File: src/hw/tbpc_pkg.sv
// Package: constants, modes and state types of the transceiver self-test
package tbpc_pkg;

  // ****************************************
  // Widths and depths
  // ****************************************
  localparam int DATA_W = 16;
  localparam int FIFO_DEPTH = 16;
  localparam int SWING_W = 3;
  localparam logic [SWING_W-1:0] SWING_RST = 3'h0;

  // ****************************************
  // Incremental pattern
  // ****************************************
  // Two bytes per word, so 00..FF takes 128 words
  localparam int INC_WORDS = 128;
  localparam logic [7:0] INC_START = 8'h00;
  localparam logic [7:0] INC_STEP = 8'h02;
  localparam logic [3:0] INC_LAST_BIT = 4'hf;

  // ****************************************
  // Pseudo-random and low-frequency patterns
  // ****************************************
  localparam int PRBS_LEN = 7;
  localparam int PRBS_PERIOD = 127;
  localparam logic [6:0] PRBS_SEED = 7'h7f;
  localparam int ERR_MIN_CYC = 3;
  localparam logic [9:0] LF_PATTERN = 10'h3e0;
  localparam logic [3:0] LF_FIRST = 4'h9;
  localparam logic [3:0] RX_WORD_LAST = 4'hf;

  typedef enum logic [1:0] {
    MODE_OFF = 2'b00,
    MODE_INC = 2'b01,
    MODE_PRBS = 2'b10,
    MODE_LOWF = 2'b11
  } tbpc_mode_t;

  typedef enum logic [1:0] {
    VS_ALIGN = 2'b00,
    VS_COUNT = 2'b01,
    VS_DONE = 2'b10
  } tbpc_vstate_t;

  typedef struct packed {
    logic done;
    logic err;
  } tbpc_flags_t;

  typedef struct packed {
    logic [1:0] rst_s1;
    logic [1:0] rst_s2;
    logic ser_s1;
    logic ser_s2;
    logic [DATA_W-1:0] ser_sh;
    logic [3:0] bit_cnt;
    logic [7:0] inc_cnt;
    logic tx_bit;
    logic [SWING_W-1:0] swing;
    logic inc_started;
    logic [DATA_W-1:0] inc_exp;
    logic [7:0] inc_words;
    tbpc_vstate_t vstate;
    logic [PRBS_LEN-1:0] hist;
    logic [2:0] fill;
    logic [6:0] seq_cnt;
    logic seq_err;
    logic [1:0] err_hold;
    tbpc_flags_t flags;
    logic [3:0] rx_bcnt;
    logic [DATA_W-1:0] rx_sh;
    logic [DATA_W-1:0] rx_data;
  } tbpc_state_t;

endpackage

File: src/hw/tbpc_fifo.sv
// Synchronous FIFO between incremental generator and verifier
`timescale 1ns/1ps
`default_nettype none
module tbpc_fifo #(
  parameter int WIDTH = 16,
  parameter int DEPTH = 16
) (
  input wire logic clk_i,
  input wire logic rst_ni,
  input wire logic in_valid_i,
  output logic in_ready_o,
  input wire logic [WIDTH-1:0] in_data_i,
  output logic out_valid_o,
  input wire logic out_ready_i,
  output logic [WIDTH-1:0] out_data_o
);
  localparam int AW = $clog2(DEPTH);

  typedef struct packed {
    logic [DEPTH-1:0][WIDTH-1:0] mem;
    logic [AW:0] wp;
    logic [AW:0] rp;
  } tbpc_fifo_st_t;

  tbpc_fifo_st_t q, d;
  logic full, empty, push, pop;

  // ****************************************
  // Pointers and storage
  // ****************************************
  always_comb begin
    full = (q.wp[AW] != q.rp[AW]) && (q.wp[AW-1:0] == q.rp[AW-1:0]);
    empty = (q.wp == q.rp);
    push = in_valid_i && !full;
    pop = out_ready_i && !empty;
    d = q;
    if (push) begin
      d.mem[q.wp[AW-1:0]] = in_data_i;
      d.wp = q.wp + 1'b1;
    end
    if (pop) begin
      d.rp = q.rp + 1'b1;
    end
  end

  always_ff @(posedge clk_i or negedge rst_ni) begin
    if (!rst_ni) begin
      q <= '0;
    end else begin
      q <= d;
    end
  end

  assign in_ready_o = !full;
  assign out_valid_o = !empty;
  assign out_data_o = q.mem[q.rp[AW-1:0]];
endmodule
`default_nettype wire

File: src/hw/tbpc_src.sv
// Serial pattern source: PRBS7 or 10-bit low-frequency pattern
`timescale 1ns/1ps
`default_nettype none
module tbpc_src (
  input wire logic clk_i,
  input wire logic rst_ni,
  input wire logic clr_i,
  input wire logic low_freq_i,
  input wire logic width10_i,
  output logic bit_o
);
  typedef struct packed {
    logic [tbpc_pkg::PRBS_LEN-1:0] lfsr;
    logic [3:0] lf_idx;
    logic out;
  } tbpc_src_st_t;

  tbpc_src_st_t q, d;
  logic fb;

  // ****************************************
  // Pattern step
  // ****************************************
  always_comb begin
    d = q;
    fb = q.lfsr[6] ^ q.lfsr[5];
    if (clr_i) begin
      d.lfsr = tbpc_pkg::PRBS_SEED;
      d.lf_idx = tbpc_pkg::LF_FIRST;
      d.out = 1'b0;
    end else if (low_freq_i) begin
      // Low-frequency pattern only at 10-bit width
      d.out = width10_i ? tbpc_pkg::LF_PATTERN[q.lf_idx] : 1'b0;
      d.lf_idx = (q.lf_idx == 4'h0) ? tbpc_pkg::LF_FIRST : q.lf_idx - 4'h1;
    end else begin
      d.lfsr = {q.lfsr[5:0], fb};
      d.out = fb;
    end
  end

  always_ff @(posedge clk_i or negedge rst_ni) begin
    if (!rst_ni) begin
      q <= '{lfsr: tbpc_pkg::PRBS_SEED, lf_idx: tbpc_pkg::LF_FIRST, out: 1'b0};
    end else begin
      q <= d;
    end
  end

  assign bit_o = q.out;
endmodule
`default_nettype wire

File: src/hw/tbpc_top.sv
// Transceiver self-test pattern generator, loopback and verifier
`timescale 1ns/1ps
`default_nettype none

// Summary of operation
// - An incremental generator and its verifier work on 16-bit words.
// - The incremental pattern counts bytes 00 to FF and is checked after a parallel loopback.
// - During the incremental test the pattern also leaves on the serial output at the selected swing.
// - Received incremental words are never shown on the fabric data output.
// - The incremental test assumes 16-bit width, 8b/10b, byte serdes, automatic alignment and byte ordering.
// - In incremental mode a data error raises the error flag and it stays high.
// - In incremental mode done rises after a full pattern cycle or on an error and stays high.
// - Transmit reset clears the generator and receive reset clears the verifier in every mode.
// - The 8 or 10 bit setting only gates the low-frequency pattern, which exists only at 10 bits.
// - The low-frequency pattern has no verifier and both flags stay low.
// - An optional serial loopback returns the pseudo-random stream to the verifier.
// - In pseudo-random mode done rises after alignment and one clean pattern cycle and holds until receive reset.
// - After done, an error raises the error flag for at least three cycles and a clean sequence clears it.
module tbpc_top (
  input wire logic ref_clk_i,
  input wire logic resetn_i,
  input wire logic tx_digital_reset_i,
  input wire logic rx_digital_reset_i,
  input wire logic [1:0] test_mode_i,
  input wire logic width10_i,
  input wire logic serial_loopback_i,
  input wire logic [tbpc_pkg::SWING_W-1:0] output_swing_setting_i,
  input wire logic rx_serial_i,
  output logic tx_serial_o,
  output logic [tbpc_pkg::SWING_W-1:0] output_swing_o,
  output logic [tbpc_pkg::DATA_W-1:0] rx_fabric_data_o,
  output logic bist_done_o,
  output logic bist_err_o
);

  // ****************************************
  // Reset release
  // ****************************************
  logic [1:0] rst_sync_q;
  logic rst_n;

  always_ff @(posedge ref_clk_i or negedge resetn_i) begin
    if (!resetn_i) begin
      rst_sync_q <= 2'h0;
    end else begin
      rst_sync_q <= {rst_sync_q[0], 1'b1};
    end
  end
  assign rst_n = rst_sync_q[1];

  // ****************************************
  // Declarations
  // ****************************************
  tbpc_pkg::tbpc_state_t q, d;
  tbpc_pkg::tbpc_mode_t mode;
  logic tx_rst, rx_rst, tx_clr, rx_clr;
  logic is_inc, is_prbs, is_lowf;
  logic src_bit, rbit, pred, mism, seq_end, in_ready, out_valid;
  logic push;
  logic [tbpc_pkg::DATA_W-1:0] next_word, out_word;

  assign mode = tbpc_pkg::tbpc_mode_t'(test_mode_i);
  assign is_inc = (mode == tbpc_pkg::MODE_INC);
  assign is_prbs = (mode == tbpc_pkg::MODE_PRBS);
  assign is_lowf = (mode == tbpc_pkg::MODE_LOWF);
  // Synchronised copies of the digital reset pins
  assign tx_rst = q.rst_s2[0];
  assign rx_rst = q.rst_s2[1];
  assign tx_clr = tx_rst || !is_inc;
  assign rx_clr = rx_rst || is_lowf || (mode == tbpc_pkg::MODE_OFF);

  // Both bytes carry successive counts, two per word
  assign next_word = {q.inc_cnt + 8'h01, q.inc_cnt};
  assign push = is_inc && !tx_rst && (q.bit_cnt == tbpc_pkg::INC_LAST_BIT);

  // ****************************************
  // Parallel loopback buffer
  // ****************************************
  // Stalls during receive reset so back-pressure reaches the generator
  tbpc_fifo #(
    .WIDTH(tbpc_pkg::DATA_W),
    .DEPTH(tbpc_pkg::FIFO_DEPTH)
  ) u_fifo (
    .clk_i(ref_clk_i),
    .rst_ni(rst_n),
    .in_valid_i(push),
    .in_ready_o(in_ready),
    .in_data_i(next_word),
    .out_valid_o(out_valid),
    .out_ready_i(!rx_rst),
    .out_data_o(out_word)
  );

  // ****************************************
  // Serial pattern source
  // ****************************************
  tbpc_src u_src (
    .clk_i(ref_clk_i),
    .rst_ni(rst_n),
    .clr_i(tx_rst || !(is_prbs || is_lowf)),
    .low_freq_i(is_lowf),
    .width10_i(width10_i),
    .bit_o(src_bit)
  );

  // Loopback taps the transmitted bit before the pin
  assign rbit = serial_loopback_i ? q.tx_bit : q.ser_s2;
  assign pred = q.hist[6] ^ q.hist[5];
  assign mism = (rbit != pred);
  assign seq_end = (q.seq_cnt == 7'(tbpc_pkg::PRBS_PERIOD - 1));

  // ****************************************
  // Next state
  // ****************************************
  always_comb begin
    d = q;
    // Pin synchronisers
    d.rst_s1 = {rx_digital_reset_i, tx_digital_reset_i};
    d.rst_s2 = q.rst_s1;
    d.ser_s1 = rx_serial_i;
    d.ser_s2 = q.ser_s1;
    d.swing = output_swing_setting_i;

    // Transmit side
    if (tx_clr) begin
      d.bit_cnt = 4'h0;
      d.inc_cnt = tbpc_pkg::INC_START;
      d.ser_sh = '0;
    end else if (q.bit_cnt != tbpc_pkg::INC_LAST_BIT) begin
      d.bit_cnt = q.bit_cnt + 4'h1;
      d.ser_sh = {1'b0, q.ser_sh[tbpc_pkg::DATA_W-1:1]};
    end else if (in_ready) begin
      // Word boundary: load the serial copy and push the parallel one
      d.bit_cnt = 4'h0;
      d.ser_sh = next_word;
      d.inc_cnt = q.inc_cnt + tbpc_pkg::INC_STEP;
    end
    // A full buffer freezes the serial word too, so no count is skipped
    d.tx_bit = is_inc ? d.ser_sh[0] : src_bit;

    // Incremental verifier
    if (rx_clr || !is_inc) begin
      d.inc_started = 1'b0;
      d.inc_words = 8'h00;
      d.inc_exp = '0;
    end else if (out_valid) begin
      d.inc_exp = {out_word[15:8] + tbpc_pkg::INC_STEP,
                   out_word[7:0] + tbpc_pkg::INC_STEP};
      if (!q.inc_started) begin
        // First word after reset sets the phase
        d.inc_started = 1'b1;
        d.inc_words = 8'h01;
      end else if (out_word != q.inc_exp) begin
        d.flags.err = 1'b1;
        d.flags.done = 1'b1;
      end else if (q.inc_words == 8'(tbpc_pkg::INC_WORDS - 1)) begin
        d.flags.done = 1'b1;
      end else begin
        d.inc_words = q.inc_words + 8'h01;
      end
    end

    // Pseudo-random verifier, self-aligning on the history register
    if (rx_clr || !is_prbs) begin
      d.vstate = tbpc_pkg::VS_ALIGN;
      d.hist = '0;
      d.fill = 3'h0;
      d.seq_cnt = 7'h00;
      d.seq_err = 1'b0;
      d.err_hold = 2'h0;
    end else begin
      d.hist = {q.hist[5:0], rbit};
      unique case (q.vstate)
        tbpc_pkg::VS_ALIGN: begin
          d.fill = q.fill + 3'h1;
          if (q.fill == 3'(tbpc_pkg::PRBS_LEN - 1)) begin
            d.vstate = tbpc_pkg::VS_COUNT;
            d.seq_cnt = 7'h00;
          end
        end
        tbpc_pkg::VS_COUNT: begin
          if (mism) begin
            // Boundary lost: start the clean cycle again
            d.seq_cnt = 7'h00;
          end else if (seq_end) begin
            d.vstate = tbpc_pkg::VS_DONE;
            d.flags.done = 1'b1;
            d.seq_cnt = 7'h00;
          end else begin
            d.seq_cnt = q.seq_cnt + 7'h01;
          end
        end
        tbpc_pkg::VS_DONE: begin
          d.seq_cnt = seq_end ? 7'h00 : q.seq_cnt + 7'h01;
          if (q.err_hold != 2'h0) begin
            d.err_hold = q.err_hold - 2'h1;
          end
          if (seq_end) begin
            d.seq_err = 1'b0;
            if (!q.seq_err && q.err_hold == 2'h0) begin
              d.flags.err = 1'b0;
            end
          end
          // Set wins over the clean-sequence clear
          if (mism) begin
            d.flags.err = 1'b1;
            d.seq_err = 1'b1;
            d.err_hold = 2'(tbpc_pkg::ERR_MIN_CYC - 1);
          end
        end
        default: begin
          d.vstate = tbpc_pkg::VS_ALIGN;
        end
      endcase
    end

    // Fabric data: deserialised serial stream, never incremental words
    if (rx_clr || is_inc) begin
      d.rx_bcnt = 4'h0;
      d.rx_sh = '0;
      d.rx_data = '0;
    end else begin
      d.rx_bcnt = q.rx_bcnt + 4'h1;
      d.rx_sh = {rbit, q.rx_sh[tbpc_pkg::DATA_W-1:1]};
      if (q.rx_bcnt == tbpc_pkg::RX_WORD_LAST) begin
        d.rx_data = d.rx_sh;
      end
    end

    // Flags read low in receive reset and with no verifier
    if (rx_clr) begin
      d.flags = '0;
    end
  end

  always_ff @(posedge ref_clk_i or negedge rst_n) begin
    if (!rst_n) begin
      q <= '0;
      q.inc_cnt <= tbpc_pkg::INC_START;
      q.swing <= tbpc_pkg::SWING_RST;
      q.vstate <= tbpc_pkg::VS_ALIGN;
    end else begin
      q <= d;
    end
  end

  // ****************************************
  // Outputs
  // ****************************************
  assign tx_serial_o = q.tx_bit;
  assign output_swing_o = q.swing;
  assign rx_fabric_data_o = q.rx_data;
  assign bist_done_o = q.flags.done;
  assign bist_err_o = q.flags.err;
endmodule
`default_nettype wire
File: config.mk
export PLATFORM = sky130hd
export DESIGN_NAME = tbpc_top
export DESIGN_NICKNAME = d
export VERILOG_FILES = /design/src/hw/tbpc_pkg.sv /design/src/hw/tbpc_fifo.sv /design/src/hw/tbpc_src.sv /design/src/hw/tbpc_top.sv
export SDC_FILE = /design/constraint.sdc
export NUM_CORES = 1
export LEC_CHECK = 0
export ABC_AREA = 1
export ABC_CLOCK_PERIOD_IN_PS = 15800
export CAP_MARGIN = 20
export CELL_PAD_IN_SITES_DETAIL_PLACEMENT = 1
export CELL_PAD_IN_SITES_GLOBAL_PLACEMENT = 2
export CORE_UTILIZATION = 42
export DETAILED_ROUTE_END_ITERATION = 10
export DONT_BUFFER_PORTS = 1
export GPL_TIMING_DRIVEN = 0
export PLACE_DENSITY_LB_ADDON = 0.1
export SYNTH_ARGS = -nofsm -noshare
export SYNTH_HDL_FRONTEND = slang
export SYNTH_SLANG_ARGS = --single-unit
File: constraint.sdc
create_clock -name ref_clk_i -period 15.8 [get_ports ref_clk_i]
set_input_delay 4.74 -clock ref_clk_i [delete_from_list [all_inputs] [get_ports ref_clk_i]]
set_output_delay 4.74 -clock ref_clk_i [all_outputs]
set_load 0.01 [all_outputs]
==> reports/qor.yml <==
dieHeight_um: 192.6
synth_edf_count: 0
cp-end-kind: "register"
met3_wirelength_mm: 1.737
gp_congestion: 0.8252
cts-resized-gates: 0
ys_warn_count: 0
wirelength_mm: 45.84
period_share_pct: 41.00
clockPowerShare_pct: 49.9
dp_cells: 2319
rows: 69
power_density_nw_per_um2: 100.1
fmax_ghz: 0.1544
ys_top_cells_by_count: "492 x nand2_1, 309 x dfrtp_1, 290 x inv_1, 198 x o21ai_0, 128 x nand3_1"
drtAntennaViolNets: 0
dpl-instance-area_um2: 15970
fin_area_um2: 17160
ys_ff_latch: 318
grt_antenna_before_repair: 1
antenna_cells: 0
dr_wl_met2_mm: 20.78
hold_class: "register to register"
critPathKind: "primary input to register"
final.setup.tns_ps: 0
cp_data_required_time_ps: 16270
ys_seq_area_share_pct: 52.23
clk_pin_slew_worst_paths_ps: 60
core_um2: 35660
ir_worst_vdd_mv: 0.07649
post_cts_buffers: 0
rsz0062_at_grt: "false"
dr.max_layer_used: "met4"
worstPathMaxFanout: 10
yosysTopAreaCell: "dfrtp_1"
finalCriticalPeriod_ps: 6477
max-cap-violations: 0
drc: 4
place_hpwl_mm: 32.60
internal-power_mw: 1.335
synth_top_area_share_pct: 50.68
port_buffers: 0
wl_per_cell_um: 19.24
synthFlopType: "dfrtp_1"
grt_pass1_vias: 12760
grt_use_total_pct: 26.19
boundaryPins: 34
tightest_slew_ps: 972.2
cts_buffers: 38
grt_max_degree: 61
overflow: 0
synthesis.instances: 1853
synth_most_common_cell: "nand2_1"
cts_hold_buf: 0
worstSetupStartpointType: "primary input"
fin_util_pct: 48.14
p_comb_share_pct: 2.1
holdWs_ps: 348.9
clkSinkCount: 318
worstSkewPairLatency_ps: 560
setup_viol: 0
cts_buffer_depth: 3
drive_above_1_share_pct: 10.88
finalHoldViolCount: 0
clock_skew_ps: 27.22
cts_tree: "yes"
run_status: "finished, violations left"
stdcell_count: 2382
slew_viol_final: 0
cts-root-buf: "clkbuf_16"
netlist_area_um2: 15260
syn2layout_area_growth_pct: 12.51
synth.area.top_cells: "dfrtp_1 51%, nand2_1 12%, inv_1 7.1%"
initial_core_util_pct: 42.79
grt_pass1_wl_mm: 72.88
relSlewSlack_pct: 34.69
die_w_um: 192.6
yosys.cell_types.count: 52
failed_checks: "design-rule violations"
nets: 1932
synthArstFlopShare_pct: 100.0
power_frac_seq_pct: 48.1
worstPathArrival_ps: 6940
vias: 12250
swShare_pct: 22.26
die_area_um2: 37090
synth.net_count: 1887
htree_levels: 2
leakage_nw: 8.338
p_switching_mw: 0.3825
avgViaCountPerCell: 5.141
firstDrtPassIters: 8
drt_iter0_drc: 644
met1_length_mm: 21.91
avgSynthCellArea_um2: 8.233
==> critical path, cell delays in order <==
cell and delay (ps):
inv_2 20, nor2_1 150, inv_2 80, nor2_4 210
inv_2 130, nor2_1 140, nand2_2 170, nor3_1 780
buf_2 340, nand2_1 70, o21ai_0 100
==> cell type report <==
| cell class | instances | area [µm²] |
|---|---|---|
| plain buffers | 93 | 584.3 |
| flip-flops and latches | 318 | 7973 |
| well taps | 461 | 576.8 |
| fillers | 4324 | 18490 |
| clock inverters | 11 | 123.9 |
| multi-input cells | 1135 | 5548 |
| inverters | 307 | 1155 |
| repair buffers | 5 | 130.1 |
| clock buffers | 52 | 1074 |
==> cell families (layout without fill, tap and decap cells) <==
| group | count (synthesis) | after routing | share of synthesized area (%) |
|---|---|---|---|
| adders and majority gates | 22 | 22 | 1.804 |
| other | 1 | 1 | 0.02458 |
| muxes | 15 | 15 | 1.107 |
| xor gates and xnor gates | 28 | 28 | 1.607 |
| and+or+nand+nor | 786 | 786 | 21.74 |
| DFF | 318 | 318 | 52.23 |
| AOI/OAI and AO/OA | 283 | 283 | 10.08 |
| buffers and inverters | 400 | 468 | 11.40 |
==> registers in the layout, indices dropped and copies added (netlist names) <==
| signal | flops |
|---|---|
| u_src.q | 11 |
| tx_serial_o | 1 |
| q | 86 |
| rst_sync_q | 2 |
| bist_done_o | 1 |
| next_word | 7 |
| d | 3 |
| u_src.bit_o | 1 |
| rx_fabric_data_o | 16 |
| output_swing_o | 3 |
| u_fifo.q | 186 |
| bist_err_o | 1 |
==> power groups by stage <==
| stage | Sequential (mW) | Combinational [mW] | Clock, mW |
|---|---|---|---|
| global route | 0.826 | 0.0414 | 0.905 |
| finish | 0.826 | 0.0357 | 0.857 |
| CTS | 0.826 | 0.0372 | 0.879 |
| detailed placement | 0.840 | 0.0370 | 0 |
| floorplan | 0.848 | 0.0143 | 0 |
| global placement | 0.854 | 0.0187 | 0 |
==> cells in the final DEF, fill, tap and decap left out, types with 3 or more instances in the layout <==
cell	instances
a21oi_1	22
a22oi_1	5
buf_1	4
buf_16	4
buf_2	24
buf_4	26
buf_6	12
clkbuf_1	28
clkbuf_16	38
clkbuf_2	5
clkbuf_8	7
clkinv_2	6
dfrtp_1	308
dfstp_2	9
ha_1	22
inv_1	290
inv_2	15
mux2_2	15
nand2_1	492
nand2_2	9
nand3_1	128
nand3_2	4
nand4_1	4
nor2_1	114
nor2_2	6
nor2_4	4
nor3_1	10
nor3_2	3
nor3b_1	4
o211ai_1	9
o21ai_0	198
o21ai_1	12
o21ai_2	8
o22ai_1	18
xnor2_1	11
xor2_1	17
==> path summary, 6_finish.rpt <==
check	from	end	slack [ps]	depth (start not counted)
worst max-delay path	test_mode_i[0]	u_fifo.q[216]$_DFFE_PN0P_	9320	11
worst min-delay path	d[119]$_DFF_PN0_	q[119]$_DFF_PN0_	350	0
worst max register to register	u_fifo.q[1]$_DFFE_PN0P_	q[65]$_DFFE_PN0P_	12740	15
worst min register to register	d[119]$_DFF_PN0_	q[119]$_DFF_PN0_	350	0
max in group asynchronous	resetn_i	rst_sync_q[1]$_DFF_PN0_	11850	0
min in group asynchronous	rst_sync_q[1]$_DFF_PN0_	d[120]$_DFF_PN0_	420	0
==> routing by layer <==
metal,vias up,global-route usage (%)
li1,5838,-
met1,6137,36.74
met2,189,40.85
met3,82,4.183
met4,0,9.267
met5,-,0
==> metrics by stage <==
stage	setup WS [ps]	power, mW
after floorplan	6297	0.8623
after global placement	2162	0.8723
after detailed placement	8816	0.8773
after CTS	9379	1.742
after global routing	9234	1.773
final	9323	1.718
Power figures use the tool's default switching activity.
